File: src/include/dimr_pkg.sv
// shared constants and types for the sdram init and mode register block
package dimr_pkg;
    // clock and timing
    localparam int XPR_TCK = 5; // reset exit floor in clocks
    localparam int MRD_CYC = 4; // mode set cycle time, clocks
    localparam int MOD_CYC = 12; // mode update delay, clocks
    localparam int DLLK_CYC = 512; // dll lock time, clocks
    localparam int ZQINIT_CYC = 512; // initial calibration time, clocks
    localparam int CNT_W = 10; // width of the wait counters
    // axi register byte offsets
    localparam logic [7:0] OFS_CTRL = 8'h00;
    localparam logic [7:0] OFS_STATUS = 8'h04;
    localparam logic [7:0] OFS_MR0 = 8'h08;
    localparam logic [7:0] OFS_MR1 = 8'h0c;
    localparam logic [7:0] OFS_MR2 = 8'h10;
    localparam logic [7:0] OFS_MR3 = 8'h14;
    localparam logic [7:0] OFS_LAT = 8'h18;
    localparam logic [31:0] CTRL_RST = 32'h0000_0001;
    // status field positions
    localparam int ST_READY_BIT = 4;
    localparam int ST_ERR_LSB = 8;
    localparam int NUM_ERR = 4;
    localparam int ERR_ORDER = 0; // init mode set out of order
    localparam int ERR_MRD = 1; // mode sets too close
    localparam int ERR_MOD = 2; // command inside update delay
    localparam int ERR_BUSY = 3; // read dropped while one pending
    // bank select codes
    localparam logic [2:0] BA_MR0 = 3'h0;
    localparam logic [2:0] BA_MR1 = 3'h1;
    localparam logic [2:0] BA_MR2 = 3'h2;
    localparam logic [2:0] BA_MR3 = 3'h3;
    // mode register fields and command address bits
    localparam int A_BT = 3; // burst type bit
    localparam int A_DLLRST = 8; // dll reset request
    localparam int A_CHOP = 12; // burst chop select on commands
    localparam int A_ZQLONG = 10; // long calibration when high
    localparam logic [1:0] BL_FIX8 = 2'h0;
    localparam logic [1:0] BL_OTF = 2'h1;
    localparam logic [1:0] BL_FIX4 = 2'h2;
    localparam logic [4:0] CL_BASE = 5'h04; // cas latency offset for code
    localparam logic [4:0] CL_EXT = 5'h08; // added when the low cl bit set
    localparam logic [1:0] AL_MINUS1 = 2'h1;
    localparam logic [1:0] AL_MINUS2 = 2'h2;
    // burst beat points
    localparam logic [2:0] BEAT_LAST = 3'h7;
    localparam logic [2:0] BEAT_HALF = 3'h4;
    localparam logic [2:0] WINT_FULL = 3'h7; // internal write point, eight beats
    localparam logic [2:0] WINT_CHOP = 3'h5; // two clocks earlier, fixed chop

    // command pins as one carrier
    typedef struct packed {
        logic cs_n;
        logic ras_n;
        logic cas_n;
        logic we_n;
        logic [2:0] ba;
        logic [13:0] addr;
    } dimr_cmd_t;

    // initialization progress
    typedef enum logic [2:0] {
        INIT_RST, INIT_WAIT_CKE, INIT_XPR, INIT_CFG, INIT_CAL, INIT_READY
    } dimr_state_t;
endpackage : dimr_pkg

File: src/rtl/dimr_burst.sv
// burst column sequencer for reads and writes
`timescale 1ns/1ps
`default_nettype none
module dimr_burst (
    // clock and reset
    input wire logic aclk,
    input wire logic aresetn,
    // burst request
    input wire logic start,
    input wire logic is_read,
    input wire logic [2:0] col_start,
    input wire logic chop,
    input wire logic interleave,
    input wire logic fixed_chop,
    // beat outputs
    output logic [2:0] beat_col_r,
    output logic beat_valid_r,
    output logic drive_n_r,
    output logic take_r,
    output logic int_write_r
);
    import dimr_pkg::*;

    logic busy_r; // burst in progress
    logic [2:0] cnt_r; // beat index
    logic rd_r; // latched direction
    logic chop_r; // latched chop
    logic il_r; // latched interleave
    logic fix_r; // latched fixed chop
    logic [2:0] c_r; // latched start column
    logic [2:0] col_nxt;

    // column for the current beat
    always_comb begin
        if (!rd_r) begin
            // low start bits ignored on writes
            col_nxt = chop_r ? {c_r[2], cnt_r[1:0]} : cnt_r;
        end else if (il_r) begin
            col_nxt = c_r ^ cnt_r;
        end else begin
            // wrap in the half, then the other half
            col_nxt = {c_r[2] ^ cnt_r[2], c_r[1:0] + cnt_r[1:0]};
        end
    end

    // beat counter and latched request
    always_ff @(posedge aclk) begin
        if (!aresetn) begin
            busy_r <= 1'b0;
            cnt_r <= 3'h0;
            rd_r <= 1'b0;
            chop_r <= 1'b0;
            il_r <= 1'b0;
            fix_r <= 1'b0;
            c_r <= 3'h0;
        end else if (start && !busy_r) begin
            busy_r <= 1'b1;
            cnt_r <= 3'h0;
            rd_r <= is_read;
            chop_r <= chop;
            il_r <= interleave;
            fix_r <= fixed_chop;
            c_r <= col_start;
        end else if (busy_r) begin
            cnt_r <= cnt_r + 3'h1;
            if (cnt_r == BEAT_LAST) begin
                busy_r <= 1'b0;
            end
        end
    end

    // registered beat outputs
    always_ff @(posedge aclk) begin
        if (!aresetn) begin
            beat_col_r <= 3'h0;
            beat_valid_r <= 1'b0;
            drive_n_r <= 1'b1;
            take_r <= 1'b0;
            int_write_r <= 1'b0;
        end else begin
            beat_col_r <= col_nxt;
            beat_valid_r <= busy_r;
            // chop read: last four slots stay high impedance
            drive_n_r <= !(busy_r && rd_r && !(chop_r && cnt_r >= BEAT_HALF));
            // chop write: last four beats ignored
            take_r <= busy_r && !rd_r && !(chop_r && cnt_r >= BEAT_HALF);
            // fixed chop pulls the internal write in by two
            int_write_r <= busy_r && !rd_r && (cnt_r == (fix_r ? WINT_CHOP : WINT_FULL));
        end
    end
endmodule : dimr_burst
`default_nettype wire

File: src/rtl/dimr_top.sv
// sdram device init tracking, mode registers and axi4-lite view
//
// Our own choices: the AXI4-Lite register port and the register offsets.
`timescale 1ns/1ps
`default_nettype none

// Functional notes
// - termination off in reset until clock enable high
// - bank bits select the mode register
// - mode update delay before other commands
// - bit three picks sequential or interleaved
// - low bits pick chop, eight or on-the-fly
// - read column order sequential or interleaved
// - chop read drives four beats, then hiz
// - writes ignore low column bits
// - fixed chop internal write two clocks earlier
// - whole clock cas latency, read latency sum
module dimr_top (
    // clock and reset
    input wire logic aclk,
    input wire logic aresetn,
    // memory pins from the controller
    input wire logic mem_reset_n,
    input wire logic mem_cke,
    input wire logic termination_control_input,
    input wire dimr_pkg::dimr_cmd_t mem_cmd,
    // termination, beat and ready outputs
    output logic term_on_r,
    output logic term_hiz_r,
    output logic [2:0] beat_col_r,
    output logic beat_valid_r,
    output logic dq_oe_n_r,
    output logic wr_take_r,
    output logic int_write_r,
    output logic init_ready_r,
    // axi4-lite write address and data
    input wire logic [7:0] s_axi_awaddr,
    input wire logic s_axi_awvalid,
    output logic s_axi_awready,
    input wire logic [31:0] s_axi_wdata,
    input wire logic [3:0] s_axi_wstrb,
    input wire logic s_axi_wvalid,
    output logic s_axi_wready,
    // axi4-lite write response
    output logic [1:0] s_axi_bresp,
    output logic s_axi_bvalid,
    input wire logic s_axi_bready,
    // axi4-lite read
    input wire logic [7:0] s_axi_araddr,
    input wire logic s_axi_arvalid,
    output logic s_axi_arready,
    output logic [31:0] s_axi_rdata,
    output logic [1:0] s_axi_rresp,
    output logic s_axi_rvalid,
    input wire logic s_axi_rready
);
    import dimr_pkg::*;

    localparam logic [CNT_W-1:0] XPR_N = CNT_W'(XPR_TCK); // one tck per aclk
    localparam logic [CNT_W-1:0] MRD_N = CNT_W'(MRD_CYC);
    localparam logic [CNT_W-1:0] MOD_N = CNT_W'(MOD_CYC);
    localparam logic [CNT_W-1:0] CAL_N =
        CNT_W'((DLLK_CYC > ZQINIT_CYC) ? DLLK_CYC : ZQINIT_CYC);

    // pin synchronisers, first stage feeds only the second
    logic rst_s1_r, rst_s2_r;
    logic cke_s1_r, cke_s2_r;
    logic odt_s1_r, odt_s2_r;
    dimr_cmd_t cmd_s1_r, cmd_s2_r;

    always_ff @(posedge aclk) begin
        if (!aresetn) begin
            rst_s1_r <= 1'b0;
            rst_s2_r <= 1'b0;
            cke_s1_r <= 1'b0;
            cke_s2_r <= 1'b0;
            odt_s1_r <= 1'b0;
            odt_s2_r <= 1'b0;
            cmd_s1_r <= '1;
            cmd_s2_r <= '1;
        end else begin
            rst_s1_r <= mem_reset_n;
            rst_s2_r <= rst_s1_r;
            cke_s1_r <= mem_cke;
            cke_s2_r <= cke_s1_r;
            odt_s1_r <= termination_control_input;
            odt_s2_r <= odt_s1_r;
            cmd_s1_r <= mem_cmd;
            cmd_s2_r <= cmd_s1_r;
        end
    end

    // command decode, only while clock enable is high
    logic cmd_en;
    logic is_mrs, is_rd, is_wr, is_zq, is_other;
    logic [31:0] ctrl_r; // bit0 accepts pin commands
    assign cmd_en = rst_s2_r && cke_s2_r && ctrl_r[0];
    assign is_mrs = cmd_en && cmd_s2_r[20:17] == 4'h0;
    assign is_rd = cmd_en && cmd_s2_r[20:17] == 4'h5;
    assign is_wr = cmd_en && cmd_s2_r[20:17] == 4'h4;
    assign is_zq = cmd_en && cmd_s2_r[20:17] == 4'h6 && cmd_s2_r.addr[A_ZQLONG];
    // any selected non-nop other than a mode set counts as a command
    assign is_other = cmd_en && !cmd_s2_r.cs_n && cmd_s2_r[19:17] != 3'h7 && !is_mrs;

    // init state and its wait counter
    dimr_state_t state_r;
    logic [CNT_W-1:0] wait_r; // clocks left in the current wait
    logic [1:0] order_r; // init mode sets seen so far

    always_ff @(posedge aclk) begin
        if (!aresetn || !rst_s2_r) begin
            state_r <= INIT_RST;
            wait_r <= '0;
            order_r <= 2'h0;
        end else begin
            if (wait_r != '0) begin
                wait_r <= wait_r - CNT_W'(1);
            end
            unique case (state_r)
                INIT_RST: state_r <= INIT_WAIT_CKE;
                INIT_WAIT_CKE: begin
                    // clock enable sampled high starts the exit wait
                    if (cke_s2_r) begin
                        state_r <= INIT_XPR;
                        wait_r <= XPR_N;
                    end
                end
                INIT_XPR: begin
                    if (wait_r == '0) begin
                        state_r <= INIT_CFG;
                    end
                end
                INIT_CFG: begin
                    if (is_mrs) begin
                        order_r <= order_r + 2'h1;
                    end
                    // long calibration arms lock wait, whatever the count of sets seen
                    if (is_zq) begin
                        state_r <= INIT_CAL;
                        wait_r <= CAL_N;
                    end
                end
                INIT_CAL: begin
                    if (wait_r == '0) begin
                        state_r <= INIT_READY;
                    end
                end
                INIT_READY: state_r <= INIT_READY;
            endcase
        end
    end

    // ready flag to the pins
    always_ff @(posedge aclk) begin
        if (!aresetn) begin
            init_ready_r <= 1'b0;
        end else begin
            init_ready_r <= rst_s2_r && state_r == INIT_READY;
        end
    end

    // termination: hiz from reset until clock enable seen high
    always_ff @(posedge aclk) begin
        if (!aresetn) begin
            term_hiz_r <= 1'b1;
            term_on_r <= 1'b0;
        end else begin
            if (!rst_s2_r) begin
                term_hiz_r <= 1'b1;
            end else if (cke_s2_r) begin
                term_hiz_r <= 1'b0;
            end
            term_on_r <= !term_hiz_r && odt_s2_r;
        end
    end

    // mode registers, cleared in reset since contents are undefined
    logic [13:0] mr_r [4];
    logic [CNT_W-1:0] mrd_r; // clocks since last mode set, saturating
    logic [13:0] mr_wr;
    assign mr_wr = cmd_s2_r.addr;

    always_ff @(posedge aclk) begin
        if (!aresetn || !rst_s2_r) begin
            for (int i = 0; i < 4; i++) begin
                mr_r[i] <= '0;
            end
        end else if (is_mrs && !cmd_s2_r.ba[2]) begin
            // whole word taken, bank bits pick the target
            // update lands at once, well inside the update delay
            mr_r[cmd_s2_r.ba[1:0]] <= mr_wr;
        end else if (mr_r[0][A_DLLRST]) begin
            mr_r[0][A_DLLRST] <= 1'b0; // dll reset bit clears itself
        end
    end

    // spacing counter from the last mode set
    always_ff @(posedge aclk) begin
        if (!aresetn || !rst_s2_r) begin
            mrd_r <= MOD_N;
        end else if (is_mrs) begin
            mrd_r <= '0;
        end else if (mrd_r != MOD_N) begin
            mrd_r <= mrd_r + CNT_W'(1);
        end
    end

    // protocol error events seen by the device
    logic [NUM_ERR-1:0] err_set;
    logic [2:0] exp_ba; // bank expected at this point of init
    logic rd_pend_r;
    always_comb begin
        unique case (order_r)
            2'h0: exp_ba = BA_MR2;
            2'h1: exp_ba = BA_MR3;
            2'h2: exp_ba = BA_MR1;
            default: exp_ba = BA_MR0;
        endcase
        err_set = '0;
        err_set[ERR_ORDER] = is_mrs && state_r == INIT_CFG && cmd_s2_r.ba != exp_ba;
        err_set[ERR_MRD] = is_mrs && mrd_r < MRD_N;
        err_set[ERR_MOD] = is_other && mrd_r < MOD_N;
        err_set[ERR_BUSY] = is_rd && rd_pend_r;
    end

    // latency decode from the mode registers
    logic [4:0] cl_val; // cas_latency_value
    logic [4:0] al_val; // additive_latency_value
    logic [5:0] rl_val; // read_latency_value
    always_comb begin
        // whole clocks only, no half steps
        cl_val = CL_BASE + {2'h0, mr_r[0][6:4]} + (mr_r[0][2] ? CL_EXT : 5'h00);
        unique case (mr_r[1][4:3])
            AL_MINUS1: al_val = cl_val - 5'h01;
            AL_MINUS2: al_val = cl_val - 5'h02;
            default: al_val = 5'h00;
        endcase
        rl_val = {1'b0, al_val} + {1'b0, cl_val};
    end

    // burst mode decode
    logic [1:0] bl_mode;
    logic cmd_chop;
    assign bl_mode = mr_r[0][1:0];
    // on-the-fly: address bit low asks for chop
    assign cmd_chop = (bl_mode == BL_FIX4) ||
                      (bl_mode == BL_OTF && !cmd_s2_r.addr[A_CHOP]);

    // read waits its latency before the burst starts
    logic [5:0] rd_wait_r;
    logic [2:0] rd_col_r;
    logic rd_chop_r;
    logic rd_go;
    assign rd_go = rd_pend_r && rd_wait_r == 6'h0;

    always_ff @(posedge aclk) begin
        if (!aresetn || !rst_s2_r) begin
            rd_pend_r <= 1'b0;
            rd_wait_r <= 6'h0;
            rd_col_r <= 3'h0;
            rd_chop_r <= 1'b0;
        end else if (is_rd && !rd_pend_r) begin
            rd_pend_r <= 1'b1;
            rd_wait_r <= rl_val;
            rd_col_r <= cmd_s2_r.addr[2:0];
            rd_chop_r <= cmd_chop;
        end else if (rd_go) begin
            rd_pend_r <= 1'b0;
        end else if (rd_pend_r) begin
            rd_wait_r <= rd_wait_r - 6'h1;
        end
    end

    // burst engine; reads take priority over a write in the same clock
    logic bstart, bread, bchop;
    logic [2:0] bcol;
    assign bstart = rd_go || is_wr;
    assign bread = rd_go;
    assign bcol = rd_go ? rd_col_r : cmd_s2_r.addr[2:0];
    assign bchop = rd_go ? rd_chop_r : cmd_chop;

    dimr_burst u_burst (
        .aclk(aclk),
        .aresetn(aresetn),
        .start(bstart),
        .is_read(bread),
        .col_start(bcol),
        .chop(bchop),
        .interleave(mr_r[0][A_BT]),
        .fixed_chop(bl_mode == BL_FIX4),
        .beat_col_r(beat_col_r),
        .beat_valid_r(beat_valid_r),
        .drive_n_r(dq_oe_n_r),
        .take_r(wr_take_r),
        .int_write_r(int_write_r)
    );

    // axi4-lite write side
    logic aw_have_r, w_have_r;
    logic [7:0] aw_addr_r;
    logic [31:0] w_data_r;
    logic [3:0] w_strb_r;
    logic [NUM_ERR-1:0] err_r; // sticky, write one to clear
    logic wr_fire;
    logic wr_hit;
    assign wr_fire = aw_have_r && w_have_r && !s_axi_bvalid;
    assign wr_hit = aw_addr_r == OFS_CTRL || aw_addr_r == OFS_STATUS;

    // address and data taken in either order
    always_ff @(posedge aclk) begin
        if (!aresetn) begin
            aw_have_r <= 1'b0;
            w_have_r <= 1'b0;
            aw_addr_r <= 8'h00;
            w_data_r <= 32'h0;
            w_strb_r <= 4'h0;
            s_axi_awready <= 1'b1;
            s_axi_wready <= 1'b1;
        end else begin
            if (s_axi_awvalid && s_axi_awready) begin
                aw_have_r <= 1'b1;
                aw_addr_r <= s_axi_awaddr;
                s_axi_awready <= 1'b0;
            end
            if (s_axi_wvalid && s_axi_wready) begin
                w_have_r <= 1'b1;
                w_data_r <= s_axi_wdata;
                w_strb_r <= s_axi_wstrb;
                s_axi_wready <= 1'b0;
            end
            if (s_axi_bvalid && s_axi_bready) begin
                aw_have_r <= 1'b0;
                w_have_r <= 1'b0;
                s_axi_awready <= 1'b1;
                s_axi_wready <= 1'b1;
            end
        end
    end

    // write response
    always_ff @(posedge aclk) begin
        if (!aresetn) begin
            s_axi_bvalid <= 1'b0;
            s_axi_bresp <= 2'h0;
        end else if (wr_fire) begin
            s_axi_bvalid <= 1'b1;
            s_axi_bresp <= wr_hit ? 2'h0 : 2'h2;
        end else if (s_axi_bready) begin
            s_axi_bvalid <= 1'b0;
        end
    end

    // control register, byte lanes honoured
    always_ff @(posedge aclk) begin
        if (!aresetn) begin
            ctrl_r <= CTRL_RST;
        end else if (wr_fire && aw_addr_r == OFS_CTRL) begin
            for (int b = 0; b < 4; b++) begin
                if (w_strb_r[b]) begin
                    ctrl_r[b*8 +: 8] <= w_data_r[b*8 +: 8];
                end
            end
        end
    end

    // sticky errors; a new event beats a clear in the same clock
    always_ff @(posedge aclk) begin
        if (!aresetn) begin
            err_r <= '0;
        end else begin
            for (int e = 0; e < NUM_ERR; e++) begin
                if (err_set[e]) begin
                    err_r[e] <= 1'b1;
                end else if (wr_fire && aw_addr_r == OFS_STATUS && w_strb_r[1] &&
                             w_data_r[ST_ERR_LSB + e]) begin
                    err_r[e] <= 1'b0;
                end
            end
        end
    end

    // read data mux
    logic [31:0] rd_data;
    logic rd_hit;
    always_comb begin
        rd_data = 32'h0;
        rd_hit = 1'b1;
        unique case (s_axi_araddr)
            OFS_CTRL: rd_data = ctrl_r;
            OFS_STATUS: begin
                rd_data[2:0] = state_r;
                rd_data[ST_READY_BIT] = init_ready_r;
                rd_data[ST_ERR_LSB +: NUM_ERR] = err_r;
            end
            OFS_MR0: rd_data[13:0] = mr_r[0];
            OFS_MR1: rd_data[13:0] = mr_r[1];
            OFS_MR2: rd_data[13:0] = mr_r[2];
            OFS_MR3: rd_data[13:0] = mr_r[3];
            OFS_LAT: rd_data[21:0] = {rl_val, 3'h0, al_val, 3'h0, cl_val};
            default: rd_hit = 1'b0;
        endcase
    end

    // read channel, one transfer at a time
    always_ff @(posedge aclk) begin
        if (!aresetn) begin
            s_axi_arready <= 1'b1;
            s_axi_rvalid <= 1'b0;
            s_axi_rdata <= 32'h0;
            s_axi_rresp <= 2'h0;
        end else if (s_axi_arvalid && s_axi_arready) begin
            s_axi_arready <= 1'b0;
            s_axi_rvalid <= 1'b1;
            s_axi_rdata <= rd_data;
            s_axi_rresp <= rd_hit ? 2'h0 : 2'h2;
        end else if (s_axi_rvalid && s_axi_rready) begin
            s_axi_rvalid <= 1'b0;
            s_axi_arready <= 1'b1;
        end
    end
endmodule : dimr_top
`default_nettype wire

File: config.mk
export PLATFORM = sky130hd
export DESIGN_NAME = dimr_top
export DESIGN_NICKNAME = d
export VERILOG_FILES = /design/src/include/dimr_pkg.sv /design/src/rtl/dimr_burst.sv /design/src/rtl/dimr_top.sv
export SDC_FILE = /design/constraint.sdc
export NUM_CORES = 1
export LEC_CHECK = 0
export ABC_AREA = 1
export BUFFER_PORTS_ARGS = -buffer_cell sky130_fd_sc_hd__buf_2
export CAP_MARGIN = 20
export CORE_AREA = 2 2 169 171
export DETAILED_ROUTE_END_ITERATION = 12
export DIE_AREA = 0 0 171 173
export PLACE_DENSITY_LB_ADDON = 0.3
export SLEW_MARGIN = 20
export SYNTH_ARGS = -nofsm -noshare
export SYNTH_HDL_FRONTEND = slang
export SYNTH_HIERARCHICAL = 1
export SYNTH_SLANG_ARGS = --single-unit
export TNS_END_PERCENT = 20
File: constraint.sdc
create_clock -name aclk -period 3.5 [get_ports aclk]
set_input_delay 0.7 -clock aclk [delete_from_list [all_inputs] [get_ports aclk]]
set_output_delay 0.7 -clock aclk [all_outputs]
set_load 0.01 [all_outputs]
Word-level counts from Yosys, hierarchy flattened --
Memories as Yosys holds them, arrays and structs flattened. Index checks and enable logic that the tools add are counted. W data, S select, Z words.
Word-level totals: register bits after elaboration 228, memory bits (writable) 56, input port bits 83, output and inout bits 51, logic and storage cells 268, memories kept 1
Memory list:
- mr_r | depth 4, bits a word 14, rd ports 4, clocked after Yosys merged registers in 0, wr ports 4, RTL line dimr_top.sv:178 | logic [13:0] mr_r [4];
Cells by class: $add $sub $neg 11, order comparisons 3, eq/ne operators 31, muxes and demuxes 66, bitwise operators 4, reduce and logical (&&, ||, !) cells 89
Operators by type and width (number):
- $logic_and A1 B1 Y1 | 42
- $mux W10 | 4
- $mux W1 | 31
- $pmux W4 S7 | 1
- $eq A8 B5 Y1 const B | 3
- $mux W3 | 8
- $pmux W3 S7 | 1
- $pmux W10 S2 | 1
- $mux W6 | 3
- $pmux W3 S6 | 1
- $reduce_bool A2 Y1 | 9
- $eq A8 B3 Y1 const B | 2
- $eq A8 B4 Y1 const B | 2
- $logic_not A8 Y1 | 2
- $pmux W8 S2 | 1
- $pmux W3 S5 | 1
- $mux W14 | 1
- $reduce_and A2 Y1 | 7
- $reduce_or A14 Y1 | 1
- $logic_not A1 Y1 | 13
- $eq A4 B3 Y1 const B | 3
- $mux W4 | 3
- $pmux W2 S6 | 1
- $add A10 B1 Y10 const B | 1
- other kinds (43) | 62

Logic depth before layout (Yosys ltp) --
Gate-level depths: netlist of run 1.
depth in word-level cells 9, gate-level depth with buffers 14, mapped depth without buffers 14

Cells and area by module --
The synthesis of run 1 kept the hierarchy.
Modules (own cells, without submodules):
- dimr_top | times used 1, cells each 1356, area each 11071.9 µm², sequential area each 5845.6 µm²
- dimr_burst | times used 1, cells each 88, area each 752.0 µm², sequential area each 360.3 µm²

Least setup slack after synthesis of run 1 --
No wires, ideal clock.
path type in2reg, from in aresetn, to mem mr_r[0][0] (enable), setup time 0.401 ns, data arrival time 2.335 ns, data required time 3.099 ns, slack 0.764 ns, stages on the path 8, path buffers 0, cells stage by stage nand2_2 > inv_1 > nand2_1 > inv_2 > nand2_4 > nand2_4 > nand2_4 > o21ai_0
RTL lines:
- start: declaration | RTL line dimr_top.sv:21 | input wire logic aresetn,
- end: declaration | RTL line dimr_top.sv:178

==> impl_metrics.py, run 1 <==
metrics = {
    "outcome": {
        "status": "finished clean",
    },
    "pwr": {
        "irDropWorstVdd_mv": 0.387,
        "seqPwrFrac_pct": 50.6,
        "internal-power_mw": 5.33,
        "cellLeakagePower_nw": 6.03,
        "p_comb_share_pct": 5.7,
        "power_mw": 6.87,
        "power_frac_clock_pct": 43.7,
        "p_sw_mw": 1.54,
        "power_per_cell_area_nw_per_um2": 501,
        "power_switching_share_pct": 22.5,
    },
    "grt": {
        "grt_pass1_vias": 9157,
        "antenna_found_initial": 0,
        "grt_max_degree": 111,
        "overflow": 0,
        "grt_usage_pct": 19.6,
        "grt_first_pass_wirelength_um": 46700,
    },
    "clock_tree": {
        "cts_root_buffer": "clkbuf_16",
        "cts_inserted_buffers": 30,
        "htreeDepth": 1,
        "clock-sinks": 282,
        "clk_latency_ns": 0.54,
        "cts_hold_buf": 0,
        "postCtsSetupBuffers": 0,
        "clockBufferDepth": 3,
        "tritoncts": "yes",
        "path_clk_slew_ns": 0.06,
        "post_cts_resize_count": 0,
    },
    "worst_setup_path": {
        "crit_arrival_ns": 3.11,
        "cp-start-kind": "register",
        "path_buf_inv": 1,
        "crit_slowest_cell": "edfxtp_1",
        "r2r-start": "mr_r[0][5]$_SDFFCE_PN0P_",
        "worstSetupPathType": "register to register",
        "crit_fanout": 5,
        "critical_path.startpoint": "mr_r[0][5]$_SDFFCE_PN0P_",
        "endpoint_kind": "register",
        "cpPeakStageDelay_ns": 0.47,
        "cpMostUsedCell": "a21oi_1",
        "crit_family": "compound AO/OA/AOI/OAI gates",
        "crit_path_cell_trace": "inv_1 > ha_1 > or2_2 > a21oi_1 > ha_1 > a21oi_1 > o21ai_0 > xnor2_1 > or2_2 > a21oi_1",
        "required_ns": 3.97,
    },
    "place": {
        "gp_congestion": 0.951,
        "numPortBuffers": 131,
        "place_area_um2": 12800,
        "dp_hpwl_um": 21100,
    },
    "yosys": {
        "syn_area_per_cell_um2": 8.19,
        "ys_top_cells_by_count": "nor2_1 (227), dfxtp_1 (226), nand2_1 (210)",
        "netlist_top_cells_area": "dfxtp_1 (38%), edfxtp_1 (14%), nor2_1 (7.2%)",
        "synth_cells": 1444,
        "synth_warnings": 6,
        "netlist_area_um2": 11800,
        "ys_async_sr_fraction_pct": 0,
        "ys_ff_latch": 282,
        "synth_seq_area_share_pct": 52.5,
        "yosysTopAreaCellShare_pct": 38.3,
        "yosys.area.top_type": "dfxtp_1",
        "synth_cell_types": 47,
        "synth_edf_count": 56,
        "synthFlopType": "dfxtp_1",
        "yosysMostFrequentCell": "nor2_1",
    },
    "floorplanning": {
        "dieWidth_um": 171,
        "initial_core_util_pct": 42.8,
        "io_pins": 134,
        "die_y_um": 173,
        "coreArea_um2": 27600,
        "dieArea_um2": 29600,
        "num_rows": 61,
    },
    "drt": {
        "wirelength_um": 29200,
        "vias": 9685,
        "initialDrtViolationCount": 684,
        "wl_per_cell_um": 14.9,
        "drc": 0,
        "dr.pass1.iters": 5,
        "ant_nets": 0,
        "viasPerCell": 4.93,
    },
    "finish": {
        "area_growth_pct": 16.0,
        "seq_area_um2": 6210,
        "final_area_um2": 13700,
        "num-nets-final": 1668,
        "drive_gt1_share_pct": 17.7,
        "antennaDiodeCount": 0,
        "fillCellCount": 2748,
        "multiInputGateArea_um2": 4770,
    },
    "timing": {
        "holdWs_ns": 0.341,
        "maxSlewViolCount": 0,
        "rsz0062_at_grt": "no",
        "hold_viol": 0,
        "slew-limit-headroom_pct": 33.2,
        "finalSetupViolCount": 0,
        "worst_pin_slew_ns": 1.00,
        "period_minus_slack_ns": 2.64,
        "finalSetupTns_ns": 0,
        "fmax_ghz": 0.379,
        "period_share_pct": 75.3,
        "fin_skew_ns": 0.00714,
    },
    "worst_hold_path": {
        "holdCritPathClass": "primary input to register",
        "hold_start": "termination_control_input",
    },
    "run": {
        "max_cap_violations": 0,
    },
}
-- power by group through the flow --
stage | sequential, mW | combinational, mW | clock, mW
after floorplan | 3.54 | 0.235 | 0
after global placement | 3.54 | 0.389 | 0
after detailed placement | 3.55 | 0.393 | 0
after CTS | 3.48 | 0.395 | 3.07
after global routing | 3.49 | 0.445 | 3.20
final | 3.48 | 0.391 | 3.00
-- per-stage QoR --
step / worst slack (ns) / instances / util [%]
global route: 0.628 / 1965 / 49.6
detailed placement: 0.900 / 1910 / 46.3
global placement: 0.932 / 1910 / 46.3
finish: 0.865 / 1965 / 49.6
CTS: 0.911 / 1965 / 49.6
floorplan: 0.764 / 1445 / -
-- cells in the final DEF, fill, tap and decap left out, types with 4 or more instances in the layout --
cell type / instances
xor2_1: 8
clkinv_2: 6
a31oi_1: 7
clkbuf_16: 34
o21ai_0: 154
nand2_1: 210
nor3_2: 10
nand2_4: 7
inv_1: 141
clkbuf_1: 16
dfxtp_1: 226
ha_1: 20
inv_2: 7
edfxtp_1: 56
nand2_2: 5
nor2_2: 7
nand4_1: 12
a21oi_1: 105
buf_2: 130
buf_4: 15
or2_2: 46
a21oi_2: 4
nand3_1: 83
nor3_1: 18
nor2_1: 227
-- kinds of logic (layout without fill, tap and decap cells) --
kind of cell / count (synthesis) / count (layout) / synth area share (%)
compound gates: 282 / 282 / 12.4
xor+xnor: 10 / 10 / 0.741
fa+ha+maj: 21 / 21 / 2.29
buf+inv: 208 / 350 / 7.20
flops: 282 / 282 / 52.5
other cells: 1 / 2 / 0.0317
simple gates: 640 / 640 / 24.8
-- sequential cells by signal (all words and copies together), names as in the netlist, 4 cells and up --
signal and count:
rd_wait_r 6, w_data_r 32, w_strb_r 4, ctrl_r 32
err_r 4, mr_r 56, wait_r 10, cmd_s1_r 21
mrd_r 10, aw_addr_r 8, cmd_s2_r 7, s_axi_rdata 32
mr_wr 14
-- cell type report --
type	instances	area share, %
tap	378	3.45
multi-input combinational	955	34.8
clock inverter	5	0.201
inverter	150	4.12
sequential	282	45.2
clock buffer	50	6.64
timing repair buffer	145	5.56
-- worst reg2reg max path, stage by stage (launching register included) --
cell	delay, ns
edfxtp_1	0.47
inv_1	0.19
ha_1	0.25
or2_2	0.30
a21oi_1	0.16
ha_1	0.30
a21oi_1	0.21
o21ai_0	0.15
xnor2_1	0.16
or2_2	0.27
a21oi_1	0.11
-- worst paths after layout --
path                                                      to  slack [ns]  cells past startpoint
worst max-delay path            s_axi_rdata[19]$_SDFFE_PN0P_        0.86                     10
worst min-delay path                     odt_s1_r$_SDFF_PN0_        0.34                      3
worst max register to register  s_axi_rdata[19]$_SDFFE_PN0P_        0.86                     10
worst min register to register           cke_s2_r$_SDFF_PN0_        0.41                      2
-- layer usage --
metal / vias to the layer above / part of all wire [%] / track usage (%)
met4: 0 / 1.5 / 4.34
met3: 34 / 4.5 / 2.82
li1: 4940 / - / -
met1: 4493 / 45 / 26.0
met2: 218 / 49 / 33.8
met5: - / 0 / 0
(Power assumes the default switching activity.)
==> inputs of run 2 (changes only) <==
--- a/config.mk
+++ b/config.mk
@@ -5,12 +5,12 @@
 export SDC_FILE = /design/constraint.sdc
 export NUM_CORES = 1
 export LEC_CHECK = 0
-export ABC_AREA = 1
+export ABC_AREA = 0
 export BUFFER_PORTS_ARGS = -buffer_cell sky130_fd_sc_hd__buf_2
 export CAP_MARGIN = 20
-export CORE_AREA = 2 2 169 171
+export CORE_AREA = 2 2 170 172
 export DETAILED_ROUTE_END_ITERATION = 12
-export DIE_AREA = 0 0 171 173
+export DIE_AREA = 0 0 172 174
 export PLACE_DENSITY_LB_ADDON = 0.3
 export SLEW_MARGIN = 20
 export SYNTH_ARGS = -nofsm -noshare
==> constraint.sdc (replaced) <==
create_clock -name aclk -period 2.2 [get_ports aclk]
set_input_delay 0.44 -clock aclk [delete_from_list [all_inputs] [get_ports aclk]]
set_output_delay 0.44 -clock aclk [all_outputs]
set_load 0.01 [all_outputs]
==> run 2 against run 1 <==
Critical path depth unchanged. Non-clock buffer count up 60. Setup slack lost 0.87 ns. Sequential cell count unchanged. Synthesized cell count decreased by 15%. Sequential power up 57%. The flow now finishes with violations (negative setup slack). Critical path type unchanged. Power rose by 65%.
==> impl_metrics.py, run 2 <==
metrics = {
    "outcome": {
        "status": "complete, but fails checks",
        "violations": "negative setup slack",
    },
    "timing": {
        "period_share_pct": 100,
        "slew-limit-headroom_pct": 55.4,
        "maxSlewViolCount": 0,
        "hold_viol": 0,
        "finalSetupTns_ns": -0.00769,
        "fmax_ghz": 0.453,
        "worst_pin_slew_ns": 0.669,
        "fin_ws_ns": -0.00769,
        "fin_skew_ns": 0.0145,
        "finalSetupViolCount": 1,
        "rsz0062_at_grt": "yes",
        "period_minus_slack_ns": 2.21,
    },
    "yosys": {
        "synth_cells": 1225,
        "netlist_top_cells_area": "dfxtp_1 (38%), edfxtp_1 (14%), nand2_1 (6.6%)",
        "yosys.area.top_type": "dfxtp_1",
        "yosysTopAreaCellShare_pct": 38.0,
        "synth_cell_types": 73,
        "ys_ff_latch": 282,
        "synth_warnings": 6,
        "ys_top_cells_by_count": "dfxtp_1 (226), nand2_1 (209), a21boi_0 (74)",
        "synth_seq_area_share_pct": 52.2,
        "netlist_area_um2": 11900,
        "ys_async_sr_fraction_pct": 0,
        "yosysMostFrequentCell": "dfxtp_1",
        "syn_area_per_cell_um2": 9.71,
        "synth_edf_count": 56,
        "synthFlopType": "dfxtp_1",
    },
    "clock_tree": {
        "clock-sinks": 282,
        "tritoncts": "yes",
        "cts_hold_buf": 0,
        "htreeDepth": 1,
        "cts_root_buffer": "clkbuf_16",
        "cts_inserted_buffers": 30,
        "path_clk_slew_ns": 0.06,
        "clockBufferDepth": 3,
        "clk_latency_ns": 0.55,
    },
    "worst_setup_path": {
        "worstSetupPathType": "register to register",
        "cp-start-kind": "register",
        "r2r-start": "mr_r[0][6]$_SDFFCE_PN0P_",
        "crit_path_cell_trace": "buf_6 > ha_4 > nand2_1 > a31oi_1 > nor4_2 > ha_1 > buf_4 > xor2_2 > a21oi_1 > o21ai_0",
        "crit_fanout": 5,
        "r2r_slack_ns": -0.008,
        "crit_slowest_cell": "edfxtp_1",
        "crit_arrival_ns": 2.63,
        "worstRegToRegCells": 10,
        "required_ns": 2.63,
        "cpPeakStageDelay_ns": 0.44,
        "endpoint_kind": "register",
        "reg2reg_to": "rd_wait_r[3]$_SDFFE_PN0P_",
        "critical_path.startpoint": "mr_r[0][6]$_SDFFCE_PN0P_",
    },
    "floorplanning": {
        "die_y_um": 174,
        "initial_core_util_pct": 42.1,
        "num_rows": 62,
        "dieArea_um2": 29900,
        "io_pins": 134,
        "dieWidth_um": 172,
        "coreArea_um2": 28200,
    },
    "worst_hold_path": {
        "hold_path_depth": 2,
        "holdCritPathClass": "primary input to register",
        "worstHoldEndpoint": "cmd_s1_r[5]$_SDFF_PN1_",
        "hold_start": "mem_cmd[5]",
    },
    "run": {
        "max_cap_violations": 0,
    },
    "grt": {
        "grt_usage_pct": 19.5,
        "overflow": 0,
        "antenna_found_initial": 0,
        "grt_first_pass_wirelength_um": 46400,
        "grt_pass1_vias": 8626,
        "grt_max_degree": 178,
    },
    "drt": {
        "wirelength_um": 29400,
        "drc": 0,
        "dr.pass1.iters": 6,
        "wl_per_cell_um": 16.3,
        "ant_nets": 0,
        "vias": 9167,
        "initialDrtViolationCount": 658,
        "viasPerCell": 5.08,
    },
    "place": {
        "placed_cells_incl_taps": 1741,
        "gp_congestion": 0.860,
        "dp_hpwl_um": 20900,
        "numPortBuffers": 131,
    },
    "pwr": {
        "power_per_cell_area_nw_per_um2": 776,
        "irDropWorstVdd_mv": 0.561,
        "cellLeakagePower_nw": 5.85,
    },
    "finish": {
        "drive_gt1_share_pct": 22.0,
        "area_growth_pct": 22.5,
        "largest_reg_flops": 56,
        "fillCellCount": 2663,
        "num-nets-final": 1501,
        "largest-register": "mr_r",
        "instances_no_fill": 1805,
        "layout_common_cells": "dfxtp_1 (226), nand2_1 (206), buf_2 (130), a21boi_0 (74), buf_4 (67)",
        "antennaDiodeCount": 0,
        "final_common_cell": "dfxtp_1",
    },
}
[run 2: changes by cell type after synthesis, moves of 37 or more]
cell | before | now
nor2_1 | 227 | 56
o21ai_0 | 154 | 28
inv_1 | 141 | 26
a21boi_0 | 0 | 74
nand3_1 | 83 | 23
a21oi_1 | 105 | 46
nand2b_1 | 0 | 59
and2_1 | 0 | 57
nor2b_1 | 0 | 43
or2_2 | 46 | 3
mux2i_1 | 0 | 37
[run 2: layout make-up]
class / instances / area [um^2] / share of cell area (%)
clock inverter: 12 / 173 / 1.18
inverter: 26 / 97.6 / 0.670
sequential: 282 / 6210 / 42.6
multi-input combinational: 852 / 5450 / 37.4
tap: 384 / 480 / 3.30
clock buffer: 44 / 866 / 5.94
timing repair buffer: 205 / 1300 / 8.90
[run 2: cell families (layout without fill, tap and decap cells)]
family,Yosys count,count (layout),synth area share [%]
AND/OR/NAND/NOR,537,537,23.0
flip-flops,282,282,52.2
AO/OA/AOI/OAI,227,227,13.0
buffers and inverters,92,287,3.64
multiplexers,47,47,4.53
adder cells (fa/ha/maj),21,21,2.27
XOR/XNOR,18,18,1.33
other,1,2,0.0315
[run 2: worst max path at each step]
stage                                               to  cells past startpoint
after global routing         rd_wait_r[3]$_SDFFE_PN0P_                     10
after detailed placement  s_axi_rdata[20]$_SDFFE_PN0P_                      9
after global placement    s_axi_rdata[20]$_SDFFE_PN0P_                      9
final                        rd_wait_r[3]$_SDFFE_PN0P_                     10
after floorplan               mr_r[1][0]$_SDFFCE_PN0P_                      6
after CTS                 s_axi_rdata[20]$_SDFFE_PN0P_                      9
[run 2: stage by stage]
step / power [mW] / instance area [um^2] / util, % / worst slack, ns / hold WS (ns)
after detailed placement: 6.16 / 13300 / 47.1 / -0.111 / 0.392
after global placement: 6.15 / 13300 / 47.1 / -0.0532 / 0.391
final: 11.3 / 14600 / 51.6 / -0.00769 / 0.0626
after global routing: 11.7 / 14600 / 51.6 / -0.144 / 0.0550
after floorplan: 5.90 / 11900 / - / -0.0481 / 0.386
after CTS: 11.4 / 14400 / 51.0 / -0.00399 / 0.0408
[run 2: timing repair]
action,in CTS,in global routing
gates resized for setup,14,20
setup endpoints to repair,8,20
buffers inserted,1,7
pin swaps,8,13
[run 2: per-layer routing]
metal  up-vias  track usage, %  routed length (um)
li1       4572               -                   -
met2       262            30.5               13000
met1      4282            27.7               13900
met5         -               0                   0
met3        51            2.71                1590
met4         0            6.48                 932
[run 2: critical path, delay by kind of cell, from the launching register on]
family / cells / cell delay [ns]
fa+ha+maj: 2 / 0.49
simple gates: 2 / 0.38
buf+inv: 2 / 0.33
compound gates: 3 / 0.27
flops: 1 / 0.44
xor+xnor: 1 / 0.17
[run 2: where the power goes]
part / internal (mW) / total [mW] / switching (mW)
Clock: 3.20 / 5.24 / 2.04
Sequential: 5.39 / 5.47 / 0.0843
Combinational: 0.262 / 0.597 / 0.335
